==> src/core/asi_pkg.sv <==
package asi_pkg;
  localparam int ASI_AW = 8;
  localparam int ASI_DW = 32;
  localparam logic [7:0] ASI_FLAG_OFS = 8'h00;
  localparam logic [7:0] ASI_DATA_OFS = 8'h04;
  localparam logic [7:0] ASI_CTL1_OFS = 8'h08;
  localparam logic [7:0] ASI_CTL2_OFS = 8'h0c;
  localparam logic [7:0] ASI_RATE_OFS = 8'h10;
  // flag_reg bits
  localparam int F_TXBE = 7;
  localparam int F_TXDONE = 6;
  localparam int F_RXFULL = 5;
  localparam int F_IDLE = 4;
  localparam int F_OVR = 3;
  localparam int F_NOISE = 2;
  localparam int F_FERR = 1;
  localparam logic [7:0] ASI_FLAG_RST = 8'hc0;
  localparam logic [7:0] ASI_RX_FLAGS = 8'h3e;
  // control_one bits
  localparam int C1_RX9 = 7;
  localparam int C1_TX9 = 6;
  localparam int C1_NINE = 4;
  localparam logic [7:0] ASI_C1_WMASK = 8'h50;
  localparam logic [7:0] ASI_CTL_RST = 8'h00;
  // control_two bits
  localparam int C2_TXBIE = 7;
  localparam int C2_TXDIE = 6;
  localparam int C2_RXIE = 5;
  localparam int C2_IDLIE = 4;
  localparam int C2_TXON = 3;
  localparam int C2_RXON = 2;
  localparam int C2_BRK = 0;
  // rate_divider_reg fields
  localparam int R_RXEXP = 0;
  localparam int R_TXEXP = 3;
  localparam int R_PRE = 6;
  localparam logic [7:0] ASI_RATE_RST = 8'h00;
  localparam int ASI_BAUD_DIV = 32;
  localparam int ASI_OVERSAMPLE = 16;
  localparam logic [3:0] ASI_SUB_LAST = 4'hf;
  localparam logic [3:0] ASI_SMP_A = 4'h7;
  localparam logic [3:0] ASI_SMP_B = 4'h8;
  localparam logic [3:0] ASI_SMP_C = 4'h9;
  localparam logic [3:0] ASI_FRAME8 = 4'ha;
  localparam logic [3:0] ASI_FRAME9 = 4'hb;
  localparam logic [4:0] ASI_PRE1 = 5'h01;
  localparam logic [4:0] ASI_PRE3 = 5'h03;
  localparam logic [4:0] ASI_PRE4 = 5'h04;
  localparam logic [4:0] ASI_PRE13 = 5'h0d;

  typedef enum logic [2:0] {T_IDLE, T_PRE, T_FRAME, T_BREAK, T_MARK} asi_tstate_type;

  function automatic logic [11:0] asi_tick_div(input logic [1:0] pre, input logic [2:0] ex);
    logic [4:0] p;
    case (pre)
      2'h0: p = ASI_PRE1;
      2'h1: p = ASI_PRE3;
      2'h2: p = ASI_PRE4;
      default: p = ASI_PRE13;
    endcase
    return 12'(((ASI_BAUD_DIV / ASI_OVERSAMPLE) * int'(p)) << ex);
  endfunction : asi_tick_div

  function automatic logic [3:0] asi_frame_bits(input logic nine);
    return nine ? ASI_FRAME9 : ASI_FRAME8;
  endfunction : asi_frame_bits
endpackage : asi_pkg

==> src/core/asi_rx.sv <==
`timescale 1ns/1ns
module asi_rx
(
  input wire logic pclk,
  input wire logic presetn,
  input wire logic clk_en,
  input wire logic rx_on,
  input wire logic tick,
  input wire logic nine,
  input wire logic serial_in_pin,
  output logic done,
  output logic idle_seen,
  output logic [8:0] word,
  output logic noise,
  output logic ferr
);
  import asi_pkg::*;
  typedef enum logic [1:0] {R_HUNT, R_START, R_DATA, R_STOP} asi_rstate_type;
  typedef struct packed {
    asi_rstate_type st;
    logic prev;
    logic armed;
    logic [3:0] sub;
    logic [3:0] nbit;
    logic [1:0] smp;
    logic nz;
    logic [7:0] hi;
    logic [8:0] shf;
    logic done;
    logic idle;
    logic [8:0] word;
    logic noise;
    logic ferr;
  } asi_rx_state_type;
  asi_rx_state_type s_reg, s_next;
  logic vote, split;
  logic [7:0] idle_len;

  // majority of three mid-bit samples
  assign vote = (s_reg.smp[0] & s_reg.smp[1]) | (s_reg.smp[0] & serial_in_pin)
    | (s_reg.smp[1] & serial_in_pin);
  assign split = !(s_reg.smp[0] == s_reg.smp[1] && s_reg.smp[1] == serial_in_pin);
  assign idle_len = {asi_frame_bits(nine), 4'h0};

  always_comb
  begin
    s_next = s_reg;
    s_next.done = 1'b0;
    s_next.idle = 1'b0;
    if (!rx_on)
    begin
      s_next.st = R_HUNT;
      s_next.armed = 1'b1;
      s_next.hi = 8'h00;
      s_next.prev = 1'b1;
    end
    else if (tick)
    begin
      s_next.prev = serial_in_pin;
      s_next.sub = s_reg.sub + 4'h1;
      if (s_reg.sub == ASI_SMP_A)
        s_next.smp[0] = serial_in_pin;
      if (s_reg.sub == ASI_SMP_B)
        s_next.smp[1] = serial_in_pin;
      case (s_reg.st)
        R_HUNT:
        begin
          if (s_reg.prev && !serial_in_pin)
          begin
            s_next.st = R_START;
            s_next.sub = 4'h1;
            s_next.nz = 1'b0;
            s_next.hi = 8'h00;
          end
          else if (serial_in_pin && s_reg.armed)
          begin
            s_next.hi = s_reg.hi + 8'h01;
            if (s_reg.hi == idle_len - 8'h01)
            begin
              s_next.idle = 1'b1;
              s_next.armed = 1'b0;
              s_next.hi = 8'h00;
            end
          end
          else
            s_next.hi = 8'h00;
        end
        R_START:
        begin
          if (s_reg.sub == ASI_SMP_C && vote)
            s_next.st = R_HUNT;
          else if (s_reg.sub == ASI_SMP_C)
            s_next.nz = split;
          else if (s_reg.sub == ASI_SUB_LAST)
          begin
            s_next.st = R_DATA;
            s_next.nbit = 4'h0;
          end
        end
        R_DATA:
        begin
          if (s_reg.sub == ASI_SMP_C)
          begin
            s_next.shf = {vote, s_reg.shf[8:1]};
            s_next.nz = s_reg.nz | split;
          end
          if (s_reg.sub == ASI_SUB_LAST)
          begin
            s_next.nbit = s_reg.nbit + 4'h1;
            if (s_reg.nbit == asi_frame_bits(nine) - 4'h3)
              s_next.st = R_STOP;
          end
        end
        R_STOP:
        begin
          if (s_reg.sub == ASI_SMP_C)
          begin
            s_next.done = 1'b1;
            s_next.word = nine ? s_reg.shf : {1'b0, s_reg.shf[8:1]};
            s_next.noise = s_reg.nz | split;
            s_next.ferr = !vote;
            s_next.st = R_HUNT;
            s_next.armed = 1'b1;
            s_next.hi = 8'h00;
          end
        end
        default: s_next.st = R_HUNT;
      endcase
    end
  end

  always_ff @(posedge pclk or negedge presetn)
  begin
    if (!presetn)
      s_reg <= '0;
    else if (clk_en)
      s_reg <= s_next;
  end

  assign done = s_reg.done;
  assign idle_seen = s_reg.idle;
  assign word = s_reg.word;
  assign noise = s_reg.noise;
  assign ferr = s_reg.ferr;
endmodule : asi_rx

==> src/core/asi_top.sv <==
`timescale 1ns/1ns
// Summary of operation
// - idle, start, 8/9 bits LSB first, stop
// - start bit low, stop bit high
// - idle pin high; disabled pin released
// - nine-bit mode sends tx_ninth_bit as MSB
// - nine-bit mode stores received MSB
// - enabling transmitter sends one idle frame
// - re-enable mid-frame: idle after, holding dropped
// - flag read then data write clears tx flags
// - write while busy goes to holding
// - write while idle starts frame directly
// - frame end sets done flag, may interrupt
// - holding moved sets empty flag, may interrupt
// - break frames while set, then one mark
// - receiver enable starts start-bit hunt
// - completed character loads holding, sets full
// - flag read then data read clears rx
// - overrun keeps holding, sets overrun flag
// - received break counts as framing error
// - idle frame sets idle flag, may interrupt
// - noise flag set alongside full flag
// - idle is full frame of ones
// - separate baud generators for each direction
// - missing stop bit sets framing error
// - rate is clock over 32, prescale, power
// - framing plus overrun: only overrun set
module asi_top
(
  input wire logic pclk,
  input wire logic presetn,
  input wire logic clk_en,
  input wire logic psel,
  input wire logic penable,
  input wire logic pwrite,
  input wire logic [asi_pkg::ASI_AW-1:0] paddr,
  input wire logic [asi_pkg::ASI_DW-1:0] pwdata,
  output logic [asi_pkg::ASI_DW-1:0] prdata,
  output logic pready,
  output logic pslverr,
  input wire logic serial_in_pin,
  output logic serial_out_pin,
  output logic serial_out_en,
  input wire logic global_irq_mask,
  output logic irq
);
  import asi_pkg::*;
  typedef struct packed {
    logic pready;
    logic pslverr;
    logic [31:0] prdata;
    logic [7:0] flags;
    logic [7:0] ctl1;
    logic [7:0] ctl2;
    logic [7:0] rate;
    logic tx_arm;
    logic rx_arm;
    logic [7:0] hold;
    logic hold_v;
    logic pend_idle;
    logic brk_tail;
    asi_tstate_type ts;
    logic [10:0] tshf;
    logic [3:0] tbit;
    logic [11:0] tdiv;
    logic [3:0] tsub;
    logic [11:0] rdiv;
    logic [7:0] rx_hold;
    logic pin;
    logic oen;
    logic irq;
  } asi_state_type;
  asi_state_type s_reg, s_next;
  logic acc, wr, rd, clr_rx, ttick, rtick, bit_end, frame_end;
  logic [11:0] tx_div, rx_div;
  logic [3:0] tlast;
  logic rx_done, rx_idle, rx_noise, rx_ferr;
  logic [8:0] rx_word;

  // apb access phase completes at the edge where pready is high
  assign acc = psel && penable && s_reg.pready;
  assign wr = acc && pwrite;
  assign rd = acc && !pwrite;
  assign clr_rx = rd && paddr == ASI_DATA_OFS && s_reg.rx_arm;
  // independent baud generators
  assign tx_div = asi_tick_div(s_reg.rate[R_PRE+:2], s_reg.rate[R_TXEXP+:3]);
  assign rx_div = asi_tick_div(s_reg.rate[R_PRE+:2], s_reg.rate[R_RXEXP+:3]);
  assign ttick = s_reg.tdiv == tx_div - 12'h001;
  assign rtick = s_reg.ctl2[C2_RXON] && s_reg.rdiv == rx_div - 12'h001;
  assign bit_end = s_reg.ts != T_IDLE && ttick && s_reg.tsub == ASI_SUB_LAST;
  assign tlast = (s_reg.ts == T_MARK) ? 4'h0 : asi_frame_bits(s_reg.ctl1[C1_NINE]) - 4'h1;
  assign frame_end = bit_end && s_reg.tbit == tlast && s_reg.ts != T_MARK;

  asi_rx u_rx
  (
    .pclk(pclk),
    .presetn(presetn),
    .clk_en(clk_en),
    .rx_on(s_reg.ctl2[C2_RXON]),
    .tick(rtick),
    .nine(s_reg.ctl1[C1_NINE]),
    .serial_in_pin(serial_in_pin),
    .done(rx_done),
    .idle_seen(rx_idle),
    .word(rx_word),
    .noise(rx_noise),
    .ferr(rx_ferr)
  );

  always_comb
  begin
    s_next = s_reg;
    // bus slave with one wait state
    s_next.pready = psel && penable && !s_reg.pready;
    s_next.pslverr = 1'b0;
    if (s_next.pready)
    begin
      case (paddr)
        ASI_FLAG_OFS: s_next.prdata = {24'h000000, s_reg.flags};
        ASI_DATA_OFS: s_next.prdata = {24'h000000, s_reg.rx_hold};
        ASI_CTL1_OFS: s_next.prdata = {24'h000000, s_reg.ctl1};
        ASI_CTL2_OFS: s_next.prdata = {24'h000000, s_reg.ctl2};
        ASI_RATE_OFS: s_next.prdata = {24'h000000, s_reg.rate};
        default:
        begin
          s_next.prdata = 32'h00000000;
          s_next.pslverr = 1'b1;
        end
      endcase
    end
    if (wr)
    begin
      case (paddr)
        ASI_DATA_OFS:
        begin
          s_next.hold = pwdata[7:0];
          s_next.hold_v = 1'b1;
          if (s_reg.tx_arm)
          begin
            s_next.flags[F_TXBE] = 1'b0;
            s_next.flags[F_TXDONE] = 1'b0;
            s_next.tx_arm = 1'b0;
          end
        end
        ASI_CTL1_OFS: s_next.ctl1 = (pwdata[7:0] & ASI_C1_WMASK) | (s_reg.ctl1 & ~ASI_C1_WMASK);
        ASI_CTL2_OFS:
        begin
          s_next.ctl2 = pwdata[7:0];
          if (pwdata[C2_TXON] && !s_reg.ctl2[C2_TXON])
          begin
            s_next.pend_idle = 1'b1;
            s_next.hold_v = 1'b0;
          end
        end
        ASI_RATE_OFS: s_next.rate = pwdata[7:0];
        default: ;
      endcase
    end
    if (rd && paddr == ASI_FLAG_OFS)
    begin
      s_next.tx_arm = 1'b1;
      s_next.rx_arm = 1'b1;
    end
    if (clr_rx)
    begin
      s_next.flags = s_next.flags & ~ASI_RX_FLAGS;
      s_next.rx_arm = 1'b0;
    end
    if (!s_next.ctl2[C2_RXON])
      s_next.flags = s_next.flags & ~ASI_RX_FLAGS;
    // receive events win over a clear in the same cycle
    if (rx_done && s_next.ctl2[C2_RXON])
    begin
      if (s_next.flags[F_RXFULL])
        s_next.flags[F_OVR] = 1'b1;
      else
      begin
        s_next.rx_hold = rx_word[7:0];
        s_next.ctl1[C1_RX9] = rx_word[8];
        s_next.flags[F_RXFULL] = 1'b1;
        s_next.flags[F_NOISE] = rx_noise;
        s_next.flags[F_FERR] = rx_ferr;
      end
    end
    if (rx_idle && s_next.ctl2[C2_RXON])
      s_next.flags[F_IDLE] = 1'b1;
    // rx oversampling tick
    if (!s_reg.ctl2[C2_RXON] || rtick)
      s_next.rdiv = 12'h000;
    else
      s_next.rdiv = s_reg.rdiv + 12'h001;
    // transmit bit timing
    if (s_reg.ts != T_IDLE)
    begin
      s_next.tdiv = ttick ? 12'h000 : s_reg.tdiv + 12'h001;
      if (ttick)
        s_next.tsub = s_reg.tsub + 4'h1;
      if (bit_end)
      begin
        s_next.tshf = {1'b1, s_reg.tshf[10:1]};
        s_next.tbit = s_reg.tbit + 4'h1;
        if (s_reg.tbit == tlast)
        begin
          s_next.ts = T_IDLE;
          s_next.tbit = 4'h0;
          if (s_reg.ts != T_MARK)
            s_next.flags[F_TXDONE] = 1'b1;
        end
      end
    end
    // next frame: break, mark, idle, data
    if (s_next.ts == T_IDLE && s_next.ctl2[C2_TXON])
    begin
      s_next.tdiv = 12'h000;
      s_next.tsub = 4'h0;
      s_next.tbit = 4'h0;
      if (s_next.ctl2[C2_BRK])
      begin
        s_next.ts = T_BREAK;
        s_next.tshf = 11'h000;
        s_next.brk_tail = 1'b1;
      end
      else if (s_next.brk_tail)
      begin
        s_next.ts = T_MARK;
        s_next.tshf = 11'h7ff;
        s_next.brk_tail = 1'b0;
      end
      else if (s_next.pend_idle)
      begin
        s_next.ts = T_PRE;
        s_next.tshf = 11'h7ff;
        s_next.pend_idle = 1'b0;
      end
      else if (s_next.hold_v)
      begin
        s_next.ts = T_FRAME;
        s_next.tshf = {1'b1, s_next.ctl1[C1_NINE] ? s_next.ctl1[C1_TX9] : 1'b1,
          s_next.hold, 1'b0};
        s_next.hold_v = 1'b0;
        s_next.flags[F_TXBE] = 1'b1;
      end
    end
    s_next.pin = (s_next.ts != T_IDLE) ? s_next.tshf[0] : 1'b1;
    s_next.oen = s_next.ctl2[C2_TXON];
    s_next.irq = !global_irq_mask && ((s_reg.flags[F_TXBE] && s_reg.ctl2[C2_TXBIE])
      || (s_reg.flags[F_TXDONE] && s_reg.ctl2[C2_TXDIE])
      || ((s_reg.flags[F_RXFULL] || s_reg.flags[F_OVR]) && s_reg.ctl2[C2_RXIE])
      || (s_reg.flags[F_IDLE] && s_reg.ctl2[C2_IDLIE]));
  end

  always_ff @(posedge pclk or negedge presetn)
  begin
    if (!presetn)
    begin
      s_reg <= '0;
      s_reg.flags <= ASI_FLAG_RST;
      s_reg.ctl1 <= ASI_CTL_RST;
      s_reg.ctl2 <= ASI_CTL_RST;
      s_reg.rate <= ASI_RATE_RST;
      s_reg.pin <= 1'b1;
    end
    else if (clk_en)
      s_reg <= s_next;
  end

  assign prdata = s_reg.prdata;
  assign pready = s_reg.pready;
  assign pslverr = s_reg.pslverr;
  assign serial_out_pin = s_reg.pin;
  assign serial_out_en = s_reg.oen;
  assign irq = s_reg.irq;
endmodule : asi_top

==> config.mk <==
export PLATFORM = sky130hd
export DESIGN_NAME = asi_top
export DESIGN_NICKNAME = d
export VERILOG_FILES = /design/src/core/asi_pkg.sv /design/src/core/asi_rx.sv /design/src/core/asi_top.sv
export SDC_FILE = /design/constraint.sdc
export NUM_CORES = 1
export LEC_CHECK = 0
export ABC_AREA = 1
export BUFFER_PORTS_ARGS = -buffer_cell sky130_fd_sc_hd__buf_2
export CORE_ASPECT_RATIO = 0.5
export CORE_MARGIN = 2
export CORE_UTILIZATION = 50
export CTS_CLUSTER_SIZE = 25
export DETAILED_ROUTE_END_ITERATION = 8
export MAX_ROUTING_LAYER = met4
export PLACE_DENSITY = 0.74
export RECOVER_POWER = 25
export SYNTH_ARGS = -nofsm -noshare
export SYNTH_HDL_FRONTEND = slang
export SYNTH_SLANG_ARGS = --single-unit
==> constraint.sdc <==
create_clock -name pclk -period 3.25 [get_ports pclk]
set_clock_uncertainty 0.15 [all_clocks]
set_input_delay 0.325 -clock pclk [delete_from_list [all_inputs] [get_ports pclk]]
set_output_delay 0.325 -clock pclk [all_outputs]
set_load 0.03 [all_outputs]
==> flow_metrics.tcl <==
set metrics [dict create \
    synthArstFlopShare_pct 100 \
    yosys.area_share.xor_xnor_pct 3.05 \
    synthesis.instances 1335 \
    clk_latency_ps 440 \
    globalplace.congestion 0.929 \
    fin_tns_setup_ps 0 \
    final_net_count 1463 \
    coreArea_mm2 0.0193 \
    grt_usage_pct 24.1 \
    clkTransAtPathRegs_ps 60 \
    ant_nets 0 \
    grt_start_max_net_pins 53 \
    fin_crit_ps 3110 \
    synth_area_mm2 0.00975 \
    drc_errors 0 \
    antenna_found_initial 0 \
    rows 36 \
    layout_setup_ws_ps 143 \
    drive_gt1_share_pct 16.2 \
    root_buffer "clkbuf_16" \
    peakVddDrop_mv 0.406 \
    finalHoldViolCount 0 \
    firstDrtPassIters 6 \
    setup_viol 0 \
    cts_sinks 150 \
    io_buffers 36 \
    fp.dieArea_mm2 0.0207 \
    drt_wl_total_um 24300 \
    synth_top_family_by_area "simple AND/OR/NAND/NOR gates" \
    avgSynthCellArea_um2 7.30 \
    gr-total-overflow 0 \
    powerDensity_mw_per_mm2 524 \
    synth_flop_cell "dfrtp_1" \
    grt_pass1_wl_um 39000 \
    maxSlewHeadroom_pct 8.58 \
    min_period_over_period_pct 95.6 \
    dr_total_vias 9149 \
    max-cap-violations 0 \
    timing.fmax_mhz 322 \
    die_w_um 202 \
    numCtsBuffers 17 \
    yosys-mux-area-fraction_pct 0.924 \
    cp_data_arrival_time_ps 3340 \
    synth_seq_cells 150 \
    synth_cell_types 58 \
    worstMarginPinSlew_ps 1370 \
    dp_hpwl_um 17100 \
    worstSetupPathType "flip-flop to flip-flop" \
    cp.required_ps 3480 \
    area_delta_synth_final_pct 13.9 \
    leakage_nw 5.23 \
    setup.worst_path.start_class "flip-flop" \
    cts_buffer_depth 2 \
    viasPerCell 5.46 \
    report.final.slew_viol_count 0 \
    routedWlPerCell_um 14.5 \
    ys_seq_area_share_pct 38.5 \
    crit_fanout 7 \
    h-tree-depth 4 \
    synth_compound_area_share_pct 13.3 \
    status "finished clean" \
    post-route-util_pct 57.6 \
    cts_tree "done" \
    largest_reg_flops 93 \
    start_util_pct 50.6 \
    yosysWarningCount 0 \
    synth_adder_area_share_pct 2.18 \
    pre_cts_ws_ps 18.2 \
    boundaryPins 85 \
    grt_pass1_vias 8200 \
    die_h_um 103 \
    num_antenna_cells 0 \
    synth-simple-area-share_pct 31.5 \
    synth_edf_count 0 \
    end_kind "flip-flop" \
    rsz0062_at_grt "yes" \
    holdCritPathClass "primary input to flip-flop" \
    dr.first_iter.drc_count 601 \
]
-- cells in the mapped netlist, types with 27 or more instances --
library cell	count	area, um^2
o21ai_0	96	480
nand2_1	375	1410
nor2_1	83	312
inv_1	149	559
nor3_1	31	155
o21ai_1	36	180
nand3_1	100	500
xor2_1	31	272
buf_4	34	255
dfrtp_1	147	3680
a21oi_1	27	135
nand4_1	29	181
-- logic make-up after synthesis --
logic type,after synthesis
AOI/OAI and AO/OA,220
xor gates and xnor gates,34
adders and majority gates,17
buffers and inverters,227
DFF,150
muxes,8
other,1
and+or+nand+nor,678
-- stage by stage --
stage	cell area, um^2	power, mW	hold slack (ps)	instances
after floorplan	9840	3.36	-121	1358
after global placement	10200	3.65	169	1626
after detailed placement	10200	3.73	171	1626
after CTS	10900	5.76	75.2	1665
after global routing	11100	6.15	129	1677
final	11100	5.82	86.1	1677
-- metal layers --
| metal | GRT usage, % | up-vias | wire (um) |
|---|---|---|---|
| met5 | - | - | 0 |
| met4 | 10.0 | 0 | 598 |
| met3 | 4.71 | 50 | 1290 |
| met2 | 39.8 | 275 | 11800 |
| met1 | 29.5 | 4357 | 10700 |
| li1 | - | 4467 | - |
-- repair_timing --
action | CTS | global route
gates resized for setup | 0 | 52
hold buffers | 5 | 0
endpoints found under the setup margin | 2 | 90
cloned | 0 | 4
buffers inserted | 2 | 8
pin swaps | 0 | 18
endpoints found under the hold margin | 50 | 0
-- worst max-delay path, cell delays in order, from the launching register on --
cell      delay [ps]
dfrtp_2          450
inv_2             80
nand2_2           60
nand2_2           90
nand4_1          170
ha_4             290
a21oi_1          120
o21ai_1           70
nor2_1           100
nand2_1           70
nor2_2           160
nand3_2          140
nor2_4           160
nand4_4          150
o31ai_4          170
nand2_4          140
buf_4            200
o21bai_1         140
nand2_1           80
nand2_1           60
-- cells in the final DEF, fill, tap and decap left out, types with 4 or more instances in the layout --
master / netlist / routed
a21oi_1: 27 / 23
a21oi_2: 2 / 6
a221oi_1: 4 / 4
a31oi_1: 8 / 8
buf_2: 10 / 35
buf_4: 34 / 37
buf_6: 4 / 5
clkbuf_16: 0 / 17
clkinv_4: 0 / 5
conb_1: 1 / 24
dfrtp_1: 147 / 146
dlygate4sd3_1: 0 / 5
ha_1: 17 / 15
inv_1: 149 / 148
inv_2: 8 / 7
mux2_2: 8 / 8
nand2_1: 375 / 364
nand2_2: 10 / 19
nand2_4: 4 / 6
nand3_1: 100 / 97
nand3_2: 9 / 11
nand4_1: 29 / 29
nor2_1: 83 / 79
nor2_2: 8 / 10
nor2_4: 5 / 8
nor3_1: 31 / 30
nor3b_1: 5 / 5
o2111ai_1: 5 / 5
o211ai_1: 10 / 10
o21ai_0: 96 / 93
o21ai_1: 36 / 36
o21ai_2: 11 / 14
o22ai_1: 8 / 8
or2_2: 8 / 8
xor2_1: 31 / 31
-- cell type report --
| type | instances | area (um^2) |
|---|---|---|
| Clock inverter | 13 | 149 |
| Multi-Input combinational cell | 983 | 5230 |
| Fill cell | 1767 | 8170 |
| Clock buffer | 19 | 443 |
| Tap cell | 266 | 333 |
| Sequential cell | 150 | 3760 |
| Inverter | 161 | 614 |
| Timing Repair Buffer | 85 | 589 |
-- where the power goes --
group,internal (mW),switching (mW),total [mW]
combinational,0.530,0.970,1.50
clock,1.16,0.854,2.01
sequential,2.08,0.224,2.30
total,3.77,2.05,5.82
-- worst paths after layout --
| path | startpoint | end | slack [ps] | cells after the start |
|---|---|---|---|---|
| worst max-delay path | s_reg[77] | s_reg[53] | 140 | 19 |
| worst min-delay path | serial_in_pin | u_rx.s_reg[31] | 90 | 3 |
| worst max register to register | s_reg[77] | s_reg[53] | 140 | 19 |
| worst min register to register | s_reg[69] | s_reg[69] | 330 | 2 |
| max in group asynchronous | presetn | u_rx.s_reg[23] | 500 | 3 |
| min in group asynchronous | presetn | s_reg[43] | 600 | 2 |
No activity file was read; power rests on OpenSTA's default activity.
